## config.mk

```make
export PLATFORM = sky130hd
export DESIGN_NAME = ddrbc_core
export DESIGN_NICKNAME = d
export VERILOG_FILES = /design/src/ddrbc_mem.v /design/src/ddrbc_core.v
export VERILOG_INCLUDE_DIRS = /design/src /design/src/src
export SDC_FILE = /design/constraint.sdc
export NUM_CORES = 1
export LEC_CHECK = 0
export ABC_AREA = 1
export BUFFER_PORTS_ARGS = -buffer_cell sky130_fd_sc_hd__buf_4
export CORE_ASPECT_RATIO = 1.4
export CORE_MARGIN = 3
export CORE_UTILIZATION = 50
export DETAILED_ROUTE_END_ITERATION = 7
export GPL_TIMING_DRIVEN = 1
export PLACE_DENSITY = 0.65
export REMOVE_ABC_BUFFERS = 1
export SYNTH_ARGS = -nofsm -noshare
export SYNTH_HDL_FRONTEND = slang
export SYNTH_SLANG_ARGS = --single-unit
```

## constraint.sdc

```tcl
create_clock -name clock -period 2.7 [get_ports clock]
set_input_delay 0.675 -clock clock [delete_from_list [all_inputs] [get_ports clock]]
set_output_delay 0.675 -clock clock [all_outputs]
set_load 0.01 [all_outputs]
```

## src/ddrbc_consts.vh

```
// Constants for the DDR burst access core
`ifndef DDRBC_CONSTS_VH
`define DDRBC_CONSTS_VH
`define DDRBC_DQ_W        8
`define DDRBC_ROW_W       15
`define DDRBC_COL_W       10
`define DDRBC_BANK_W      3
`define DDRBC_BANKS       8
`define DDRBC_MEM_AW      6
`define DDRBC_BEATS_BL8   4'h8
`define DDRBC_BEATS_BC4   4'h4
`define DDRBC_CMD_NOP     3'h7
`define DDRBC_CMD_ACT     3'h3
`define DDRBC_CMD_RD      3'h5
`define DDRBC_CMD_WR      3'h4
`define DDRBC_CMD_PRE     3'h2
`define DDRBC_CMD_REF     3'h1
`define DDRBC_CMD_MRS     3'h0
`define DDRBC_AP_BIT      10
`define DDRBC_BC_BIT      12
`define DDRBC_RD_LAT      4'h5
`define DDRBC_WR_LAT      4'h4
`define DDRBC_AP_DELAY    4'h3
`define DDRBC_PRE_LEN     2'h2
`endif

```

## src/ddrbc_mem.v

```verilog
// Small word-wide storage with registered read data
`timescale 1ns/1ps
module ddrbc_mem
(
   clock,
   wr_en,
   wr_addr,
   wr_data,
   rd_addr,
   rd_data
);
`include "ddrbc_consts.vh"
   input  wire                          clock;
   input  wire                          wr_en;
   input  wire [`DDRBC_MEM_AW-1:0]      wr_addr;
   input  wire [`DDRBC_DQ_W-1:0]        wr_data;
   input  wire [`DDRBC_MEM_AW-1:0]      rd_addr;
   output reg  [`DDRBC_DQ_W-1:0]        rd_data;

   reg [`DDRBC_DQ_W-1:0] store [0:(1<<`DDRBC_MEM_AW)-1];

   always @(posedge clock)
   begin
      if (wr_en)
      begin
         store[wr_addr] <= wr_data;
      end
      rd_data <= store[rd_addr];
   end
endmodule // ddrbc_mem

```

## src/ddrbc_core.v

```verilog
// Eight-bank DDR burst access core, oversampling the memory clock
`timescale 1ns/1ps
module ddrbc_core
(
   clock,
   reset_n,
   mem_clock,
   clock_enable,
   chip_select_n,
   row_strobe_n,
   col_strobe_n,
   write_enable_n,
   bank_addr,
   addr,
   dq_in,
   dq_out,
   dq_oe,
   dqs_in,
   dqs_out,
   dqs_oe,
   chop_default,
   dll_enable,
   bank_open,
   self_refresh,
   power_down,
   illegal_access
);
`include "ddrbc_consts.vh"
   input  wire                          clock;
   input  wire                          reset_n;
   input  wire                          mem_clock;
   input  wire                          clock_enable;
   input  wire                          chip_select_n;
   input  wire                          row_strobe_n;
   input  wire                          col_strobe_n;
   input  wire                          write_enable_n;
   input  wire [`DDRBC_BANK_W-1:0]      bank_addr;
   input  wire [`DDRBC_ROW_W-1:0]       addr;
   input  wire [`DDRBC_DQ_W-1:0]        dq_in;
   output reg  [`DDRBC_DQ_W-1:0]        dq_out;
   output reg                           dq_oe;
   input  wire                          dqs_in;
   output reg                           dqs_out;
   output reg                           dqs_oe;
   input  wire                          chop_default;
   input  wire                          dll_enable;
   output reg  [`DDRBC_BANKS-1:0]       bank_open;
   output reg                           self_refresh;
   output reg                           power_down;
   output reg                           illegal_access;

   localparam ST_IDLE  = 3'h0;
   localparam ST_WLAT  = 3'h1;
   localparam ST_WDATA = 3'h2;
   localparam ST_RLAT  = 3'h3;
   localparam ST_RPRE  = 3'h4;
   localparam ST_RDATA = 3'h5;

   // Two-flop synchronisers for every pin input except reset_n and chop_default
   reg [2:0]                    ck_sync;
   reg [1:0]                    dqs_sync0;
   reg                          dqs_prev;
   reg [5:0]                    ctl_s0;
   reg [5:0]                    ctl_s1;
   reg [`DDRBC_BANK_W-1:0]      ba_s0;
   reg [`DDRBC_BANK_W-1:0]      ba_s1;
   reg [`DDRBC_ROW_W-1:0]       a_s0;
   reg [`DDRBC_ROW_W-1:0]       a_s1;
   reg [`DDRBC_DQ_W-1:0]        dq_s0;
   reg [`DDRBC_DQ_W-1:0]        dq_s1;

   always @(posedge clock)
   begin
      ck_sync   <= {ck_sync[1:0], mem_clock};
      dqs_sync0 <= {dqs_sync0[0], dqs_in};
      dqs_prev  <= dqs_sync0[1];
      ctl_s0    <= {clock_enable, dll_enable, chip_select_n, row_strobe_n, col_strobe_n, write_enable_n};
      ctl_s1    <= ctl_s0;
      ba_s0     <= bank_addr;
      ba_s1     <= ba_s0;
      a_s0      <= addr;
      a_s1      <= a_s0;
      dq_s0     <= dq_in;
      dq_s1     <= dq_s0;
   end

   // Rising and falling memory clock edges; pins lag two cycles, so commands line up
   wire ck_rise = ck_sync[1] & ~ck_sync[2];
   wire ck_fall = ~ck_sync[1] & ck_sync[2];
   wire ck_edge = ck_rise | ck_fall;
   wire dqs_rise = dqs_sync0[1] & ~dqs_prev;
   wire dqs_edge = dqs_sync0[1] ^ dqs_prev;
   wire cke_s = ctl_s1[5];
   wire dll_s = ctl_s1[4];
   wire [2:0] cmd = ctl_s1[3] ? `DDRBC_CMD_NOP : ctl_s1[2:0];
   wire cmd_valid = ck_rise & cke_s & dll_s;
   // Per-bank open row and pending auto close
   reg [`DDRBC_ROW_W-1:0]       open_row [0:`DDRBC_BANKS-1];
   reg [3:0]                    ap_count [0:`DDRBC_BANKS-1];
   reg [2:0]                    state;
   reg [3:0]                    lat_count;
   reg [3:0]                    beats;
   reg [3:0]                    beat_idx;
   reg [`DDRBC_BANK_W-1:0]      cur_bank;
   reg [`DDRBC_COL_W-1:0]       start_col;
   reg                          cur_ap;
   reg                          dqs_started;
   reg [1:0]                    pre_count;
   wire is_rd = cmd_valid & (cmd == `DDRBC_CMD_RD);
   wire is_wr = cmd_valid & (cmd == `DDRBC_CMD_WR);
   wire is_act = cmd_valid & (cmd == `DDRBC_CMD_ACT);
   wire is_pre = cmd_valid & (cmd == `DDRBC_CMD_PRE);
   wire is_ref = cmd_valid & (cmd == `DDRBC_CMD_REF);
   // Chop bit low, or the programmed chop setting, gives four beats
   wire [3:0] req_beats = (~a_s1[`DDRBC_BC_BIT] | chop_default) ? `DDRBC_BEATS_BC4 : `DDRBC_BEATS_BL8;
   // Sequential wrap inside the 8-beat block (chop wraps in 4) from the start column
   wire [2:0] beat_ofs = (beats == `DDRBC_BEATS_BC4) ? {start_col[2], start_col[1:0] + beat_idx[1:0]} :
                         start_col[2:0] + beat_idx[2:0];
   wire [`DDRBC_ROW_W-1:0] row_now = open_row[cur_bank];
   // Storage indexed by bank and low column bits; row left out to fit a small array
   wire [`DDRBC_MEM_AW-1:0] mem_addr = {cur_bank, beat_ofs};
   wire mem_wr = (state == ST_WDATA) & dqs_edge & (dqs_started | dqs_rise);
   wire [`DDRBC_DQ_W-1:0] mem_rdata;
   ddrbc_mem u_mem
   (
      .clock   (clock),
      .wr_en   (mem_wr),
      .wr_addr (mem_addr),
      .wr_data (dq_s1),
      .rd_addr (mem_addr),
      .rd_data (mem_rdata)
   );
   genvar gi;
   generate
      for (gi = 0; gi < `DDRBC_BANKS; gi = gi + 1)
      begin : g_bank
         localparam [`DDRBC_BANK_W-1:0] BANK_ID = gi;
         wire hit = (ba_s1 == BANK_ID);
         always @(posedge clock)
         begin
            if (!reset_n)
            begin
               bank_open[gi] <= 1'b0;
               open_row[gi]  <= {`DDRBC_ROW_W{1'b0}};
               ap_count[gi]  <= 4'h0;
            end
            else if (is_act & hit)
            begin
               bank_open[gi] <= 1'b1;
               open_row[gi]  <= a_s1;
            end
            else if ((is_pre & (hit | a_s1[`DDRBC_AP_BIT])) | ((ap_count[gi] == 4'h1) & ck_rise))
            begin
               bank_open[gi] <= 1'b0;
               ap_count[gi]  <= 4'h0;
            end
            else if ((state == ST_WDATA | state == ST_RDATA) & cur_ap & (cur_bank == BANK_ID) &
                     (beat_idx == beats - 4'h1) & ck_edge)
            begin
               ap_count[gi] <= `DDRBC_AP_DELAY;
            end
            else if ((ap_count[gi] != 4'h0) & ck_rise)
            begin
               ap_count[gi] <= ap_count[gi] - 4'h1;
            end
         end
      end
   endgenerate

   always @(posedge clock)
   begin
      if (!reset_n)
      begin
         state          <= ST_IDLE;
         lat_count      <= 4'h0;
         beats          <= `DDRBC_BEATS_BL8;
         beat_idx       <= 4'h0;
         cur_bank       <= {`DDRBC_BANK_W{1'b0}};
         start_col      <= {`DDRBC_COL_W{1'b0}};
         cur_ap         <= 1'b0;
         dqs_started    <= 1'b0;
         pre_count      <= 2'h0;
         dq_out         <= {`DDRBC_DQ_W{1'b0}};
         dq_oe          <= 1'b0;
         dqs_out        <= 1'b0;
         dqs_oe         <= 1'b0;
         illegal_access <= 1'b0;
      end
      else
      begin
         case (state)
            ST_IDLE:
            begin
               dq_oe  <= 1'b0;
               dqs_oe <= 1'b0;
               if (is_rd | is_wr)
               begin
                  cur_bank  <= ba_s1;
                  start_col <= a_s1[`DDRBC_COL_W-1:0];
                  cur_ap    <= a_s1[`DDRBC_AP_BIT];
                  beats     <= req_beats;
                  beat_idx  <= 4'h0;
                  lat_count <= is_rd ? `DDRBC_RD_LAT : `DDRBC_WR_LAT;
                  illegal_access <= ~bank_open[ba_s1];
                  dqs_started <= 1'b0;
                  state <= is_rd ? ST_RLAT : ST_WLAT;
               end
            end
            ST_WLAT:
            begin
               if (ck_rise)
               begin
                  lat_count <= lat_count - 4'h1;
                  if (lat_count == 4'h1)
                  begin
                     state <= ST_WDATA;
                  end
               end
            end
            ST_WDATA:
            begin
               // Preamble ignored: the first rising strobe edge opens capture
               if (dqs_rise)
               begin
                  dqs_started <= 1'b1;
               end
               if (mem_wr)
               begin
                  beat_idx <= beat_idx + 4'h1;
                  if (beat_idx == beats - 4'h1)
                  begin
                     state <= ST_IDLE;
                  end
               end
            end
            ST_RLAT:
            begin
               if (ck_rise)
               begin
                  lat_count <= lat_count - 4'h1;
                  if (lat_count == 4'h1)
                  begin
                     state     <= ST_RPRE;
                     pre_count <= `DDRBC_PRE_LEN;
                     dqs_oe    <= 1'b1;
                     dqs_out   <= 1'b0;
                  end
               end
            end
            ST_RPRE:
            begin
               // Strobe held low for the preamble half-clocks
               if (ck_edge)
               begin
                  pre_count <= pre_count - 2'h1;
                  if (pre_count == 2'h1)
                  begin
                     state    <= ST_RDATA;
                     dq_oe    <= 1'b1;
                     dq_out   <= mem_rdata;
                     dqs_out  <= 1'b1;
                     beat_idx <= 4'h1;
                  end
               end
            end
            ST_RDATA:
            begin
               if (ck_edge)
               begin
                  if (beat_idx == beats)
                  begin
                     state   <= ST_IDLE;
                     dq_oe   <= 1'b0;
                     dqs_out <= 1'b0;
                  end
                  else
                  begin
                     dq_out   <= mem_rdata;
                     dqs_out  <= ~dqs_out;
                     beat_idx <= beat_idx + 4'h1;
                  end
               end
            end
            default:
            begin
               state <= ST_IDLE;
            end
         endcase
      end
   end

   // Low-power states follow clock_enable falling with or without a refresh command
   always @(posedge clock)
   begin
      if (!reset_n)
      begin
         self_refresh <= 1'b0;
         power_down   <= 1'b0;
      end
      else if (ck_rise)
      begin
         if (!cke_s & !self_refresh & !power_down)
         begin
            self_refresh <= is_ref | (ctl_s1[3:0] == {1'b0, `DDRBC_CMD_REF});
            power_down   <= ~(ctl_s1[3:0] == {1'b0, `DDRBC_CMD_REF});
         end
         else if (cke_s)
         begin
            self_refresh <= 1'b0;
            power_down   <= 1'b0;
         end
      end
   end
endmodule // ddrbc_core

```

==> results of run 1 <==
## power by group through the flow
| stage | Sequential [uW] | Combinational (uW) | Clock, uW |
|---|---|---|---|
| after global placement | 11400 | 4840 | 0 |
| after CTS | 11100 | 5040 | 8660 |
| final | 11100 | 5430 | 8520 |
| after floorplan | 11300 | 3260 | 0 |
| after global routing | 11200 | 5990 | 9080 |
| after detailed placement | 11400 | 4910 | 0 |
## repair_timing
action | CTS | global route
cloned | 1 | 5
pin swaps | 1 | 28
resized for setup | 19 | 84
endpoints found under the setup margin | 8 | 456
endpoints found under the hold margin | 0 | 0
hold buffers | 0 | 0
buffers inserted | 1 | 9
## critical path: cells and delay by family (launching register included)
family | cells | cell delay [ns]
flip-flops | 1 | 0.35
AND/OR/NAND/NOR | 6 | 0.54
buffers and inverters | 5 | 0.50
adder cells (fa/ha/maj) | 2 | 1.00
AO/OA/AOI/OAI | 1 | 0.16
## layout by cell type (no fill, tap or decap), types with 12 or more instances in the layout
cell,synthesis,routed
sky130_fd_sc_hd__a21oi_1,31,31
sky130_fd_sc_hd__buf_12,0,24
sky130_fd_sc_hd__buf_4,5,177
sky130_fd_sc_hd__buf_6,0,12
sky130_fd_sc_hd__clkbuf_16,0,67
sky130_fd_sc_hd__dfxtp_1,103,93
sky130_fd_sc_hd__edfxtp_1,544,544
sky130_fd_sc_hd__ha_1,26,25
sky130_fd_sc_hd__inv_1,361,359
sky130_fd_sc_hd__inv_2,12,12
sky130_fd_sc_hd__nand2_1,741,721
sky130_fd_sc_hd__nand2_2,3,19
sky130_fd_sc_hd__nand3_1,288,272
sky130_fd_sc_hd__nand3_2,3,19
sky130_fd_sc_hd__nand4_1,14,14
sky130_fd_sc_hd__nor2_1,299,293
sky130_fd_sc_hd__nor2_2,8,14
sky130_fd_sc_hd__nor3_1,18,18
sky130_fd_sc_hd__o21ai_0,122,111
sky130_fd_sc_hd__o21ai_1,20,20
sky130_fd_sc_hd__xnor2_1,16,16
## sequential cells by signal, summed over array words and instances, names as in the netlist, 6 cells and up
register,cells
u_mem.store,512
ap_count,32
bank_open,8
dq_out,8
dq_s0,8
dq_s1,8
u_mem.rd_data,8
ctl_s0,6
ctl_s1,6
## metal layers
metal / vias up / track usage [%]
met3: 173 / 2.69
li1: 9447 / -
met1: 9286 / 27.7
met2: 655 / 41.6
met5: - / 0
met4: 0 / 10.3
## area by class of cell
| cell class | count | area share, % |
|---|---|---|
| repair buffers | 219 | 6.42 |
| clock buffers | 80 | 5.26 |
| repair inverters | 1 | 0.0269 |
| inverters | 375 | 4.38 |
| clock inverters | 31 | 0.881 |
| flip-flops and latches | 647 | 56.6 |
| well taps | 721 | 2.77 |
| multi-input cells | 1647 | 23.7 |
## kinds of logic after synthesis
kind of cell	share of synthesized area, %
AOI/OAI and AO/OA	3.84
adders and majority gates	1.24
xor gates and xnor gates	0.599
and+or+nand+nor	21.1
DFF	66.2
buffers and inverters	7.02
## worst paths after layout
check / to / startpoint / slack (ns)
worst max register to register: u_mem.rd_data[5] / start_col[0] / 0.01
worst min-delay path: dqs_sync0[0] / dqs_in / 0.16
worst max-delay path: u_mem.rd_data[5] / start_col[0] / 0.01
worst min register to register: ck_sync[1] / ck_sync[0] / 0.33
## metrics by stage
stage                     hold slack (ns)  setup slack (ns)  cell area, um^2
after floorplan                     0.310             -8.86            27300
after global placement              0.310            -0.105            30000
after detailed placement            0.312            -0.139            30000
after CTS                           0.124           -0.0385            32100
after global routing                0.136           -0.0756            32500
final                               0.156            0.0105            32500
==> results.txt, run 1 <==
- Outcome: finished, final reports clean
- In the final layout, the multi-input gates occupy 7700 um^2.
- Total routed wirelength: 69,200 um
- Worst clock skew: 0.0188 ns
- The tree is rooted in a sky130_fd_sc_hd__clkbuf_16.
* Seq pwr share: 44.4%
* Detailed Routing Iterations Pass 1: 5
- Setup repair after global routing could not meet its margin everywhere.
- Total length of routed met2 wires: 36,000 um
* Vias per Instance: 5.26
- The routed layout has 19.6k vias.
- For the finished layout, the period the worst path requires is 2.69 ns.
* Worst path required time: 3.20 ns
- After clock tree synthesis, the clock-pin slew on the worst setup and hold paths is 0.06 ns.
* Reg area: 18,400 um^2
* Net count of the finished layout: 3,015
- Die Wd: 205 um
- The count of cells in the finished layout, fillers not included, comes to 3,721.
* Detailed router's first-iteration violation count: 1,603
- Critical Setup Path Class: flip-flop to flip-flop
* Synth top cells by count: 741 x sky130_fd_sc_hd__nand2_1, 544 x sky130_fd_sc_hd__edfxtp_1, 361 x sky130_fd_sc_hd__inv_1, 299 x sky130_fd_sc_hd__nor2_1, 288 x sky130_fd_sc_hd__nand3_1
* Die outline height: 285 um
- Die Area: 58,500 um^2
* Wire length the detailed router placed on met1: 26,100 um
* YS warnings: 0
- The total area inside the core boundary comes to 54,600 um^2.
* Post-DR wirelength/cell: 18.6 um
* Yosys reg bits: 647
- TritonCTS built the clock tree.
- CTS saw 647 sinks.
- Standard cell with the maximum stage delay on the critical path: sky130_fd_sc_hd__fa_4
* Type of the tightest min-delay check: input pin to flip-flop
- The signal on the critical path passes through ha_4 > inv_2 > fa_4 > buf_4 > inv_6 > buf_4 > nand3_1 > nand2_1 > inv_1 > nand3_1 > nand3_1 > nand2_4 > o21ai_4 > nand2_1.
- Most frequently used cell type in the post-synthesis netlist: sky130_fd_sc_hd__nand2_1
- At the pin with the least slew margin, the transition time is 0.855 ns.
* Sequential area share after synthesis: 66.2%
* Share of final-layout standard cells stronger than drive strength 1: 14.3%
- TritonCTS Buffers: 60
* Post-synth ARST share: 0%
- At the later pin of the worst-skew pair, clock insertion delay measures 0.62 ns.
- Area share of the largest cell type after synthesis: 58.8%
- In this run the static leakage power is 0.0134 uW.
* Total Power Consumption: 25,100 uW
* Cell type with the largest total area after synthesis: sky130_fd_sc_hd__edfxtp_1
* Final number of max-transition violations: 0
- The most used flip-flop cell after synthesis is sky130_fd_sc_hd__edfxtp_1.
- Hold Path Depth: 1
- Startpoint type of the worst setup path: flip-flop
- The initial utilization of the core area, before any placement, comes to 50.9%.
- Cells after DPL: 3,596
* Buffers from clock root to sink, at most: 3
* Post-Syn Instances: 2,785
- From synthesis to final layout, the design area changed by 17.0%.
- STA classifies the critical path endpoint as a flip-flop.
* Worst slew margin relative to its limit: 43.0%
- Arrival time of data at the critical path endpoint: 3.19 ns
- The synthesized netlist occupies a cell area of 27,800 um^2.
* H-Tree Level Count: 2
- Routability-driven placement finished with a final weighted congestion of 0.925.
- Internal portion of total power: 17,800 uW
- Remaining DRCs: 0
- Of the total power, the clock network draws 33.9%.
- Of all nets on the critical path, the largest fanout is 5.
- The wire-length estimate of the detail-placed layout is 44,900 um.
- Number of enable flip-flop cells after synthesis: 544
- Port Buffers: 48
* Initial antenna violation count: 0
- Achievable Freq: 372 MHz
- The number of global-route vias before repair is 19.0k.
- The floorplan has 101 rows.
- After filler insertion, the fill cell instance count of the layout stands at 4,447.
- Once detail routing completed, the nets flagged for antenna violations numbered 0.
- The hold violation count in the final report was 0.
- Cell depth of the worst flop-to-flop path: 14
- For this design the ratio of total power to cell area is 771 nW/um^2.
* Net switching share of the total power: 29.0%
- Mean instance size in the synthesized netlist: 9.98 um^2
* Share of the core filled with cells in the final layout: 59.6%
* Max layer used: met4
- Most common cell on crit path: sky130_fd_sc_hd__nand3_1
- VDD sags by at most 0.510 mV.
* Switching power of the nets: 7270 uW
- Post-route fraction of the period consumed by the critical path: 99.6%
- Stage delay of the slowest cell on the critical path: 0.87 ns
* Io pins: 59
- Setup violations remaining at the end of the flow were counted as 0.
- Setup TNS: 0 ns
- Aggregate global-route resource usage: 23.1%
* Antenna fix cells: 0
- Combinational logic is responsible for 21.6% of the overall power.
- After detailed routing, the met3 layer carries 3910 um of wire.
* Pin count of the biggest net entering global routing: 66
- Global-route wire length before repair: 105,000 um
- Synthesis instantiated 45 different standard cells from the library.
- Biggest area contributors in the synthesized netlist: sky130_fd_sc_hd__edfxtp_1 59%, sky130_fd_sc_hd__nand2_1 10%, sky130_fd_sc_hd__dfxtp_1 7.4%, sky130_fd_sc_hd__nand3_1 5.2%, sky130_fd_sc_hd__inv_1 4.9%
- Max-capacitance violation count: 0
- The total overflow left after global routing is 0.
Note: power is estimated with default switching activity, not from simulation.
==> run 2: changes to the inputs <==
--- a/config.mk
+++ b/config.mk
@@ -6,14 +6,13 @@
 export SDC_FILE = /design/constraint.sdc
 export NUM_CORES = 1
 export LEC_CHECK = 0
-export ABC_AREA = 1
 export BUFFER_PORTS_ARGS = -buffer_cell sky130_fd_sc_hd__buf_4
 export CORE_ASPECT_RATIO = 1.4
 export CORE_MARGIN = 3
 export CORE_UTILIZATION = 50
 export DETAILED_ROUTE_END_ITERATION = 7
 export GPL_TIMING_DRIVEN = 1
-export PLACE_DENSITY = 0.65
+export PLACE_DENSITY = 0.66
 export REMOVE_ABC_BUFFERS = 1
 export SYNTH_ARGS = -nofsm -noshare
 export SYNTH_HDL_FRONTEND = slang
==> results.txt, run 2 <==
- The flow ran to the end, but the final reports show violations.
- Failing checks: negative setup slack
- Effective utilization at floorplan: 50.9% (about the same)
- Setup repair after global routing could not meet its margin everywhere.
* Worst slew margin relative to its limit: 48.1% (+5.0 points)
- The count of buffers inserted at the top-level ports was 48 (unchanged).
- The vertical die dimension is 274 um (-3.7%).
- Setup slack of the critical path after layout: -0.239 ns (-0.249 ns)
- The worst clock skew on the final layout came to 0.0177 ns (-0.00112 ns).
* Total routed wirelength: 64,900 um (-6.3%)
* Net count of the finished layout: 1,852 (-39%)
* Biggest area contributors in the synthesized netlist: sky130_fd_sc_hd__edfxtp_1 64%, sky130_fd_sc_hd__mux4_2 11%, sky130_fd_sc_hd__dfxtp_1 8.0%, sky130_fd_sc_hd__mux2i_1 2.4%, sky130_fd_sc_hd__nor2_1 1.7%
- The number of enable-type register cells in the synthesized netlist came to 544 (unchanged).
* Share of the core filled with cells in the final layout: 63.7% (+4.1 points)
- Vias in the first global route: 15.1k (-21%)
- TritonCTS built the clock tree.
- The slowest stage of the critical path belongs to the cell sky130_fd_sc_hd__fa_4.
- The number of storage elements in the synthesis netlist was 647 (unchanged).
- The length of the first detailed-routing pass in iterations came to 5 (unchanged).
* Row cnt: 97 (-4.0%)
* Fin cells: 2,479 (-33%)
* Final Hold Viols: 0 (unchanged)
- The tightest min-delay check is of the input pin to flip-flop type.
* Number of clock sinks seen by CTS: 647 (unchanged)
* H-Tree Level Count: 2 (unchanged)
* Post-placement worst setup slack: -0.408 ns (-0.270 ns)
- TritonCTS Buffers: 59 (-1.7%)
- Clock period minus worst slack: 2.94 ns (+0.249 ns)
- The startpoint identified for the worst register-to-register timing path is start_col[0].
* Remaining DRCs: 0 (unchanged)
* Commonest cells after routing, fill and taps aside: 544 x sky130_fd_sc_hd__edfxtp_1, 151 x sky130_fd_sc_hd__buf_4, 130 x sky130_fd_sc_hd__mux4_2, 93 x sky130_fd_sc_hd__dfxtp_1, 76 x sky130_fd_sc_hd__buf_6
* Cell area after placement: 28,200 um^2 (-6.0%)
- The biggest fanout along the worst timing path came to 8 (+3).
- The half-perimeter wire length of the detailed placement result is 40,000 um (-11%).
- Sorting the synthesized cells by how often they occur yields 544 x sky130_fd_sc_hd__edfxtp_1, 130 x sky130_fd_sc_hd__mux4_2, 117 x sky130_fd_sc_hd__nor2_1, 103 x sky130_fd_sc_hd__dfxtp_1, 75 x sky130_fd_sc_hd__nand2_1.
- Start point of the worst min-delay path: mem_clock
- The number of routed nets with antenna violations came to 0 (unchanged).
* Die Wd: 198 um (-3.7%)
* Aggregate global-route resource usage: 23.7% (+0.53 points)
- The clock tree buffer depth is 3 (unchanged).
- Vias per Instance: 5.98 (+14%)
- Cell depth of the worst flop-to-flop path: 10 (-4)
* Cells after DPL: 2,331 (-35%)
- Endpoint of the worst-slack reg-to-reg timing path: u_mem.rd_data[7]
- Most common library cell in the layout ignoring fill and taps: sky130_fd_sc_hd__edfxtp_1
- The worst setup path is captured at a flip-flop.
- Worst hold endpoint: ck_sync[0]
- The top cell type's share of synthesized area came to 63.5% (+4.8 points).
- The worst path required time was 3.21 ns (about the same).
* Antenna fix cells: 0 (unchanged)
- The clock transition time at the flip-flop clock pins of the worst setup and hold paths was 0.07 ns (about the same).
- The static leakage power came to 0.0109 uW (-18%).
* Most flops, register: u_mem.store
- The via count is 14.8k (-24%).
- Register-to-register setup slack: -0.24 ns (-0.25 ns)
* Power Dens Cells: 629 nW/um^2 (-18%)
- Max-capacitance violation count: 0 (unchanged)
- The initial detailed-routing violation count is 1,389 (-13%).
- Root Buffer Master: sky130_fd_sc_hd__clkbuf_16
- The per-instance average area after synthesis came to 17.0 um^2 (+70%).
- CP cell instances: ha_4 > inv_2 > fa_4 > buf_12 > buf_16 > buf_12 > mux4_2 > mux2i_2 > o21ai_0 > o32a_1
- The detailed-route wire length per cell is 26.2 um (+41%).
- The maximum vdd ir drop came to 0.477 mV (-6.5%).
* Sequential area share after synthesis: 71.6% (+5.4 points)
- The count of different cell masters after synthesis came to 60 (+33%).
* Achievable Freq: 340 MHz (-8.5%)
- The final weighted congestion in routability-driven placement was 0.858 (-7.3%).
- Total Power Consumption: 20,200 uW (-19%)
- Global-route wire length before repair: 95,000 um (-9.2%)
- Post-synth top flop: sky130_fd_sc_hd__edfxtp_1
- Largest registers in the final layout: u_mem.store (512), ap_count (32)
- The source-to-sink clock delay at the later pin of the worst-skew pair was 0.63 ns (about the same).
* Pin count of the biggest net entering global routing: 65 (-1.5%)
* Final number of max-transition violations: 0 (unchanged)
* Most frequently used cell type in the post-synthesis netlist: sky130_fd_sc_hd__edfxtp_1
* Post-synth ARST share: 0% (unchanged)
- Overall overflow remaining after global route: 0 (unchanged)
- Cell type with the largest total area after synthesis: sky130_fd_sc_hd__edfxtp_1
* Transition at the pin with the smallest max-transition slack: 0.779 ns (-0.0754 ns)
- Flip-flop count of the largest register after layout: 512 (unchanged)
- Io pins: 59 (unchanged)
- The number of warnings issued by yosys is 0 (unchanged).
- Stage delay of the slowest cell on the critical path: 0.79 ns (-0.08 ns)
- Synthesized cell area: 25,700 um^2 (-7.5%)
- Share of final-layout standard cells stronger than drive strength 1: 34.9% (+21 points)
- Arrival time of data at the critical path endpoint: 3.45 ns (+0.26 ns)
- Critical Setup Path Class: flip-flop to flip-flop
* Startpoint type of the worst setup path: flip-flop
- Area of the placeable core: 50,500 um^2 (-7.5%)
- Die Area: 54,200 um^2 (-7.3%)
* Most common cell on crit path: sky130_fd_sc_hd__buf_12
- The hold buffer count at cts is 0 (unchanged).
* Syn-to-layout area delta: 25.1%
- Post-route fraction of the period consumed by the critical path: 109% (+9.2 points)
- Final setup violation count: 424 (+424)
- Layout Cell Area excl Fill: 32,200 um^2 (-1.2%)
- Initial antenna violation count: 0 (unchanged)
- Hold Path Depth: 1 (unchanged)
- The synthesized instance count was 1,513 (-46%).
run 2: cell types whose count changed in the layout (fill, tap and decap cells not counted), sizes merged, moves of 14 or more:
cell and change:
a21oi +17, buf +68, inv -336, mux2i +62, mux4 +130, nand2 -669, nand2b +19, nand3 -272
nand4 -14, nor2 -193, nor2b +29, o21a +14, o21ai -91
run 2: through the flow:
stage / TNS (ns) / hold slack [ns]
2_1_floorplan: -2072.23 / 0.310
3_3_place_gp: -116.11 / 0.311
3_5_place_dp: -132.72 / 0.312
4_1_cts: -30.10 / 0.119
5_1_grt: -48.46 / 0.119
6_report: -28.15 / 0.150
run 2: how the worst max path moves through the flow:
stage                  from  depth (start not counted)                  to
2_1_floorplan   beat_idx[0]                          3  u_mem.store[13][0]
3_3_place_gp    beat_idx[0]                          9  u_mem.store[46][0]
3_5_place_dp    beat_idx[0]                          9  u_mem.store[46][0]
4_1_cts        start_col[0]                         10    u_mem.rd_data[7]
5_1_grt        start_col[0]                         12    u_mem.rd_data[4]
6_report       start_col[0]                         10    u_mem.rd_data[7]
run 2: cell type report:
cell class                      instances  area, um^2
Sequential cell                       647       18400
Fill cell                            3396       18300
Multi-Input combinational cell        759        7670
Timing Repair Buffer                  284        3160
Clock buffer                           73        1570
Tap cell                              643         805
Clock inverter                         36         395
Inverter                               37         139
run 2: kinds of logic after synthesis:
group                    synth area share, %
AO/OA/AOI/OAI                           4.20
XOR/XNOR                               0.783
adder cells (fa/ha/maj)                 1.34
buffers and inverters                   1.89
flip-flops                              71.6
multiplexers                            13.8
AND/OR/NAND/NOR                         6.43
run 2: power by group:
| part | internal, uW | switching (uW) | leakage (uW) |
|---|---|---|---|
| Combinational | 267 | 401 | 0.00417 |
| Clock | 4900 | 3650 | 0.000950 |
| Sequential | 10900 | 108 | 0.00579 |
run 2: metal layers:
layer | up-vias | share of wire [%] | GRT usage (%)
met5 | - | 0 | 0
met4 | 0 | 4.6 | 9.52
met3 | 163 | 6.4 | 3.48
met2 | 637 | 53 | 42.1
met1 | 7574 | 36 | 29.0
li1 | 6452 | - | -
run 2: worst max-delay path: cells and delay by family (launching register included):
family,cells,cell delay (ns)
DFF,1,0.36
AOI/OAI and AO/OA,2,0.48
buffers and inverters,4,0.52
muxes,2,0.50
adders and majority gates,2,0.93
run 2: timing repair:
action | 4_1_cts | 5_1_grt
pin swaps | 54 | 30
gates cloned | 11 | 0
endpoints found under the setup margin | 505 | 536
buffers inserted | 25 | 7
resized for setup | 248 | 97
==> run 3: changes to the inputs <==
==> constraint.sdc (replaced) <==
create_clock -name clock -period 2.7 [get_ports clock]
set_input_delay 0.27 -clock clock [delete_from_list [all_inputs] [get_ports clock]]
set_output_delay 0.27 -clock clock [all_outputs]
set_load 0.01 [all_outputs]
==> results.txt, run 3 (same netlist as run 2, synthesis figures left out) <==
- Outcome: complete, but fails checks
* Failing checks: negative setup slack
- Commonest cells after routing, fill and taps aside: 544 x sky130_fd_sc_hd__edfxtp_1, 139 x sky130_fd_sc_hd__buf_4, 130 x sky130_fd_sc_hd__mux4_2, 93 x sky130_fd_sc_hd__dfxtp_1, 75 x sky130_fd_sc_hd__buf_6
- The number of H-tree levels came to 2 (unchanged).
* Hold Path Depth: 2 (+1)
- The relative contribution of sequential cells to total power came to 54.6% (+0.2 points).
- Port Buffers: 48 (unchanged)
- Area of the placeable core: 50,500 um^2 (unchanged)
- The DRC violations left is 0 (unchanged).
* Net switching share of the total power: 20.5% (-0.077 points)
- Number of clock sinks seen by CTS: 647 (unchanged)
- The cell area after layout was 32,200 um^2 (+0.27%).
* Clock period minus worst slack: 2.91 ns (-0.0324 ns)
- Post-DR wirelength/cell: 25.5 um (-2.5%)
- Die outline height: 274 um (unchanged)
* Final setup violation count: 278 (-34%)
- Relative to the synthesized area, the layout overhead comes to 25.4%.
* Number of vias in the routed layout: 14.7k (-0.77%)
* Startpoint of the most critical register-to-register path: start_col[0]
- In this run the most critical hold path is launched from reset_n.
* Final Hold Viols: 0 (unchanged)
* Pin count of the biggest net entering global routing: 65 (unchanged)
- The transition at the pin with the smallest max-transition slack was 1.08 ns (+0.305 ns).
* Io pins: 59 (unchanged)
* Detailed router's first-iteration violation count: 1,141 (-18%)
* Wire length the detailed router placed on met1: 23,600 um (+0.31%)
* Antenna fix cells: 0 (unchanged)
- Total length of routed met3 wires: 3680 um (-11%)
- Achievable Freq: 344 MHz (+1.1%)
- The post-route fraction of the period consumed by the critical path was 108% (-1.2 points).
- STA classifies the critical path startpoint as a flip-flop.
* Final worst hold slack: 0.0537 ns (-0.0960 ns)
- Leakage component of the power: 0.0109 uW (-0.15%)
* Worst slew margin relative to its limit: 27.4% (-21 points)
- STA classifies the critical path endpoint as a flip-flop.
- RD Place Congestion: 0.857 (-0.12%)
* Combinational group share of total power: 3.4% (about the same)
- Final number of max-transition violations: 0 (unchanged)
- Detailed Routing Iterations Pass 1: 5 (unchanged)
* Flip-flop count of the largest register after layout: 512 (unchanged)
- Endpoint of the worst-slack reg-to-reg timing path: u_mem.rd_data[3]
* Setup TNS: -23.55 ns (+4.60 ns)
* Arrival time of data at the critical path endpoint: 3.40 ns (-0.05 ns)
* Cell depth of the worst flop-to-flop path: 11 (+1)
- CTS tree: yes
- The maximum vdd ir drop came to 0.483 mV (+1.3%).
* Die Area: 54,200 um^2 (unchanged)
* Row cnt: 97 (unchanged)
- Latest clock arrival within the worst-skew pair: 0.62 ns (about the same)
* Vias in the first global route: 15.2k (+0.70%)
- Setup slack of the critical path after layout: -0.206 ns (+0.0324 ns)
* Internal portion of total power: 16,000 uW (-0.20%)
- Total length of routed met2 wires: 33,200 um (-2.9%)
- Vias per Instance: 5.92 (-1.0%)
- TritonCTS Buffers: 59 (unchanged)
- The library cell used most frequently in the layout, excluding fill and tap cells, is sky130_fd_sc_hd__edfxtp_1.
- The combined global-route utilization of all metal layers was 23.7% (about the same).
- The width of the die came to 198 um (unchanged).
* Global-route wire length before repair: 95,300 um (+0.39%)
- Overall overflow remaining after global route: 0 (unchanged)
- Effective utilization at floorplan: 50.9% (unchanged)
- Cells after DPL: 2,320 (-0.47%)
- The ratio of total power to cell area is 626 nW/um^2 (-0.56%).
- The number of cells in the finished layout apart from fillers was 2,486 (+0.28%).
- Register-to-register setup slack: -0.21 ns (+0.03 ns)
- Post-DRT Antenna Nets: 0 (unchanged)
- Largest registers in the final layout: u_mem.store (512), ap_count (32)
- The total number of nets in the final design was 1,858 (+0.32%).
- The relative contribution of the clock network to total power is 41.9% (-0.4 points).
- The tree is rooted in a sky130_fd_sc_hd__clkbuf_16.
- The critical path is of the flip-flop to flip-flop type.
* Worst hold endpoint: bank_open[0]
- Routed signal wires occupy layers up through met4.
* Initial antenna violation count: 1 (+1)
- Worst path required time: 3.19 ns (-0.02 ns)
* Worst clock skew: 0.0258 ns (+0.00815 ns)
* Switching power of the nets: 4130 uW (-0.67%)
* Buffers from clock root to sink, at most: 3 (unchanged)
- Estimated wirelength of the detail-placed design: 40,300 um (+0.96%)
- Counting flops per register, the top entry is u_mem.store.
- The placed cell area is 28,100 um^2 (-0.16%).
- The biggest fanout along the worst timing path was 6 (-2).
- Type of the tightest min-delay check: input pin to flip-flop
* Total routed wirelength: 63,400 um (-2.2%)
* Share of final-layout standard cells stronger than drive strength 1: 34.3% (-0.57 points)
* Setup repair after global routing missed its margin: yes
- Max-capacitance violation count: 0 (unchanged)
- The clock transition time at the flip-flop clock pins of the worst setup and hold paths is 0.06 ns (about the same).
==> run 3: worst max path at each step <==
stage | startpoint | end | slack (ns) | cells past startpoint
2_1_floorplan | beat_idx[0] | u_mem.store[13][0] | -4.69 | 3
3_3_place_gp | beat_idx[0] | u_mem.rd_data[4] | -0.43 | 10
3_5_place_dp | beat_idx[0] | u_mem.rd_data[3] | -0.46 | 10
4_1_cts | start_col[0] | u_mem.rd_data[4] | -0.27 | 11
5_1_grt | start_col[0] | u_mem.rd_data[3] | -0.27 | 11
6_report | start_col[0] | u_mem.rd_data[3] | -0.21 | 11
==> run 3: power groups by stage <==
stage | Sequential [uW] | Combinational, uW | Clock, uW
3_5_place_dp | 11200 | 640 | 0
3_3_place_gp | 11200 | 620 | 0
5_1_grt | 11000 | 770 | 8980
6_report | 11000 | 696 | 8460
4_1_cts | 11000 | 693 | 8590
2_1_floorplan | 11200 | 345 | 0
==> run 3: routing by layer <==
| layer | track usage, % | up-vias |
|---|---|---|
| met1 | 29.4 | 7485 |
| met3 | 3.47 | 158 |
| met4 | 10.3 | 0 |
| li1 | - | 6476 |
| met2 | 41.4 | 593 |
| met5 | 0 | - |
==> run 3: what timing repair did <==
action,CTS,global route
gates cloned,9,0
pin swaps,51,33
hold buffers,24,0
setup endpoints to repair,506,533
endpoints found under the hold margin,24,0
buffers inserted,19,9
resized for setup,281,72
==> run 3: metrics by stage <==
| step | worst slack [ns] | utilization [%] | total power, uW |
|---|---|---|---|
| 2_1_floorplan | -4.69 | - | 11600 |
| 3_3_place_gp | -0.428 | 55.7 | 11900 |
| 3_5_place_dp | -0.456 | 55.7 | 11900 |
| 4_1_cts | -0.273 | 63.3 | 20300 |
| 5_1_grt | -0.268 | 63.9 | 20800 |
| 6_report | -0.206 | 63.9 | 20200 |
==> run 3: critical path, cell delays in order (launching register included) <==
cell,delay [ns]
sky130_fd_sc_hd__dfxtp_2,0.35
sky130_fd_sc_hd__ha_4,0.13
sky130_fd_sc_hd__inv_2,0.03
sky130_fd_sc_hd__fa_4,0.80
sky130_fd_sc_hd__buf_12,0.16
sky130_fd_sc_hd__buf_8,0.14
sky130_fd_sc_hd__buf_16,0.13
sky130_fd_sc_hd__mux4_2,0.34
sky130_fd_sc_hd__mux2i_1,0.17
sky130_fd_sc_hd__buf_4,0.15
sky130_fd_sc_hd__o22ai_2,0.07
sky130_fd_sc_hd__o32a_1,0.29
==> run 3: cell type report <==
cell class,count,area [um^2]
well taps,643,805
clock inverters,31,290
multi-input cells,758,7780
flip-flops and latches,647,18400
repair buffers,291,3140
clock buffers,79,1680
inverters,37,139
fillers,3382,18200
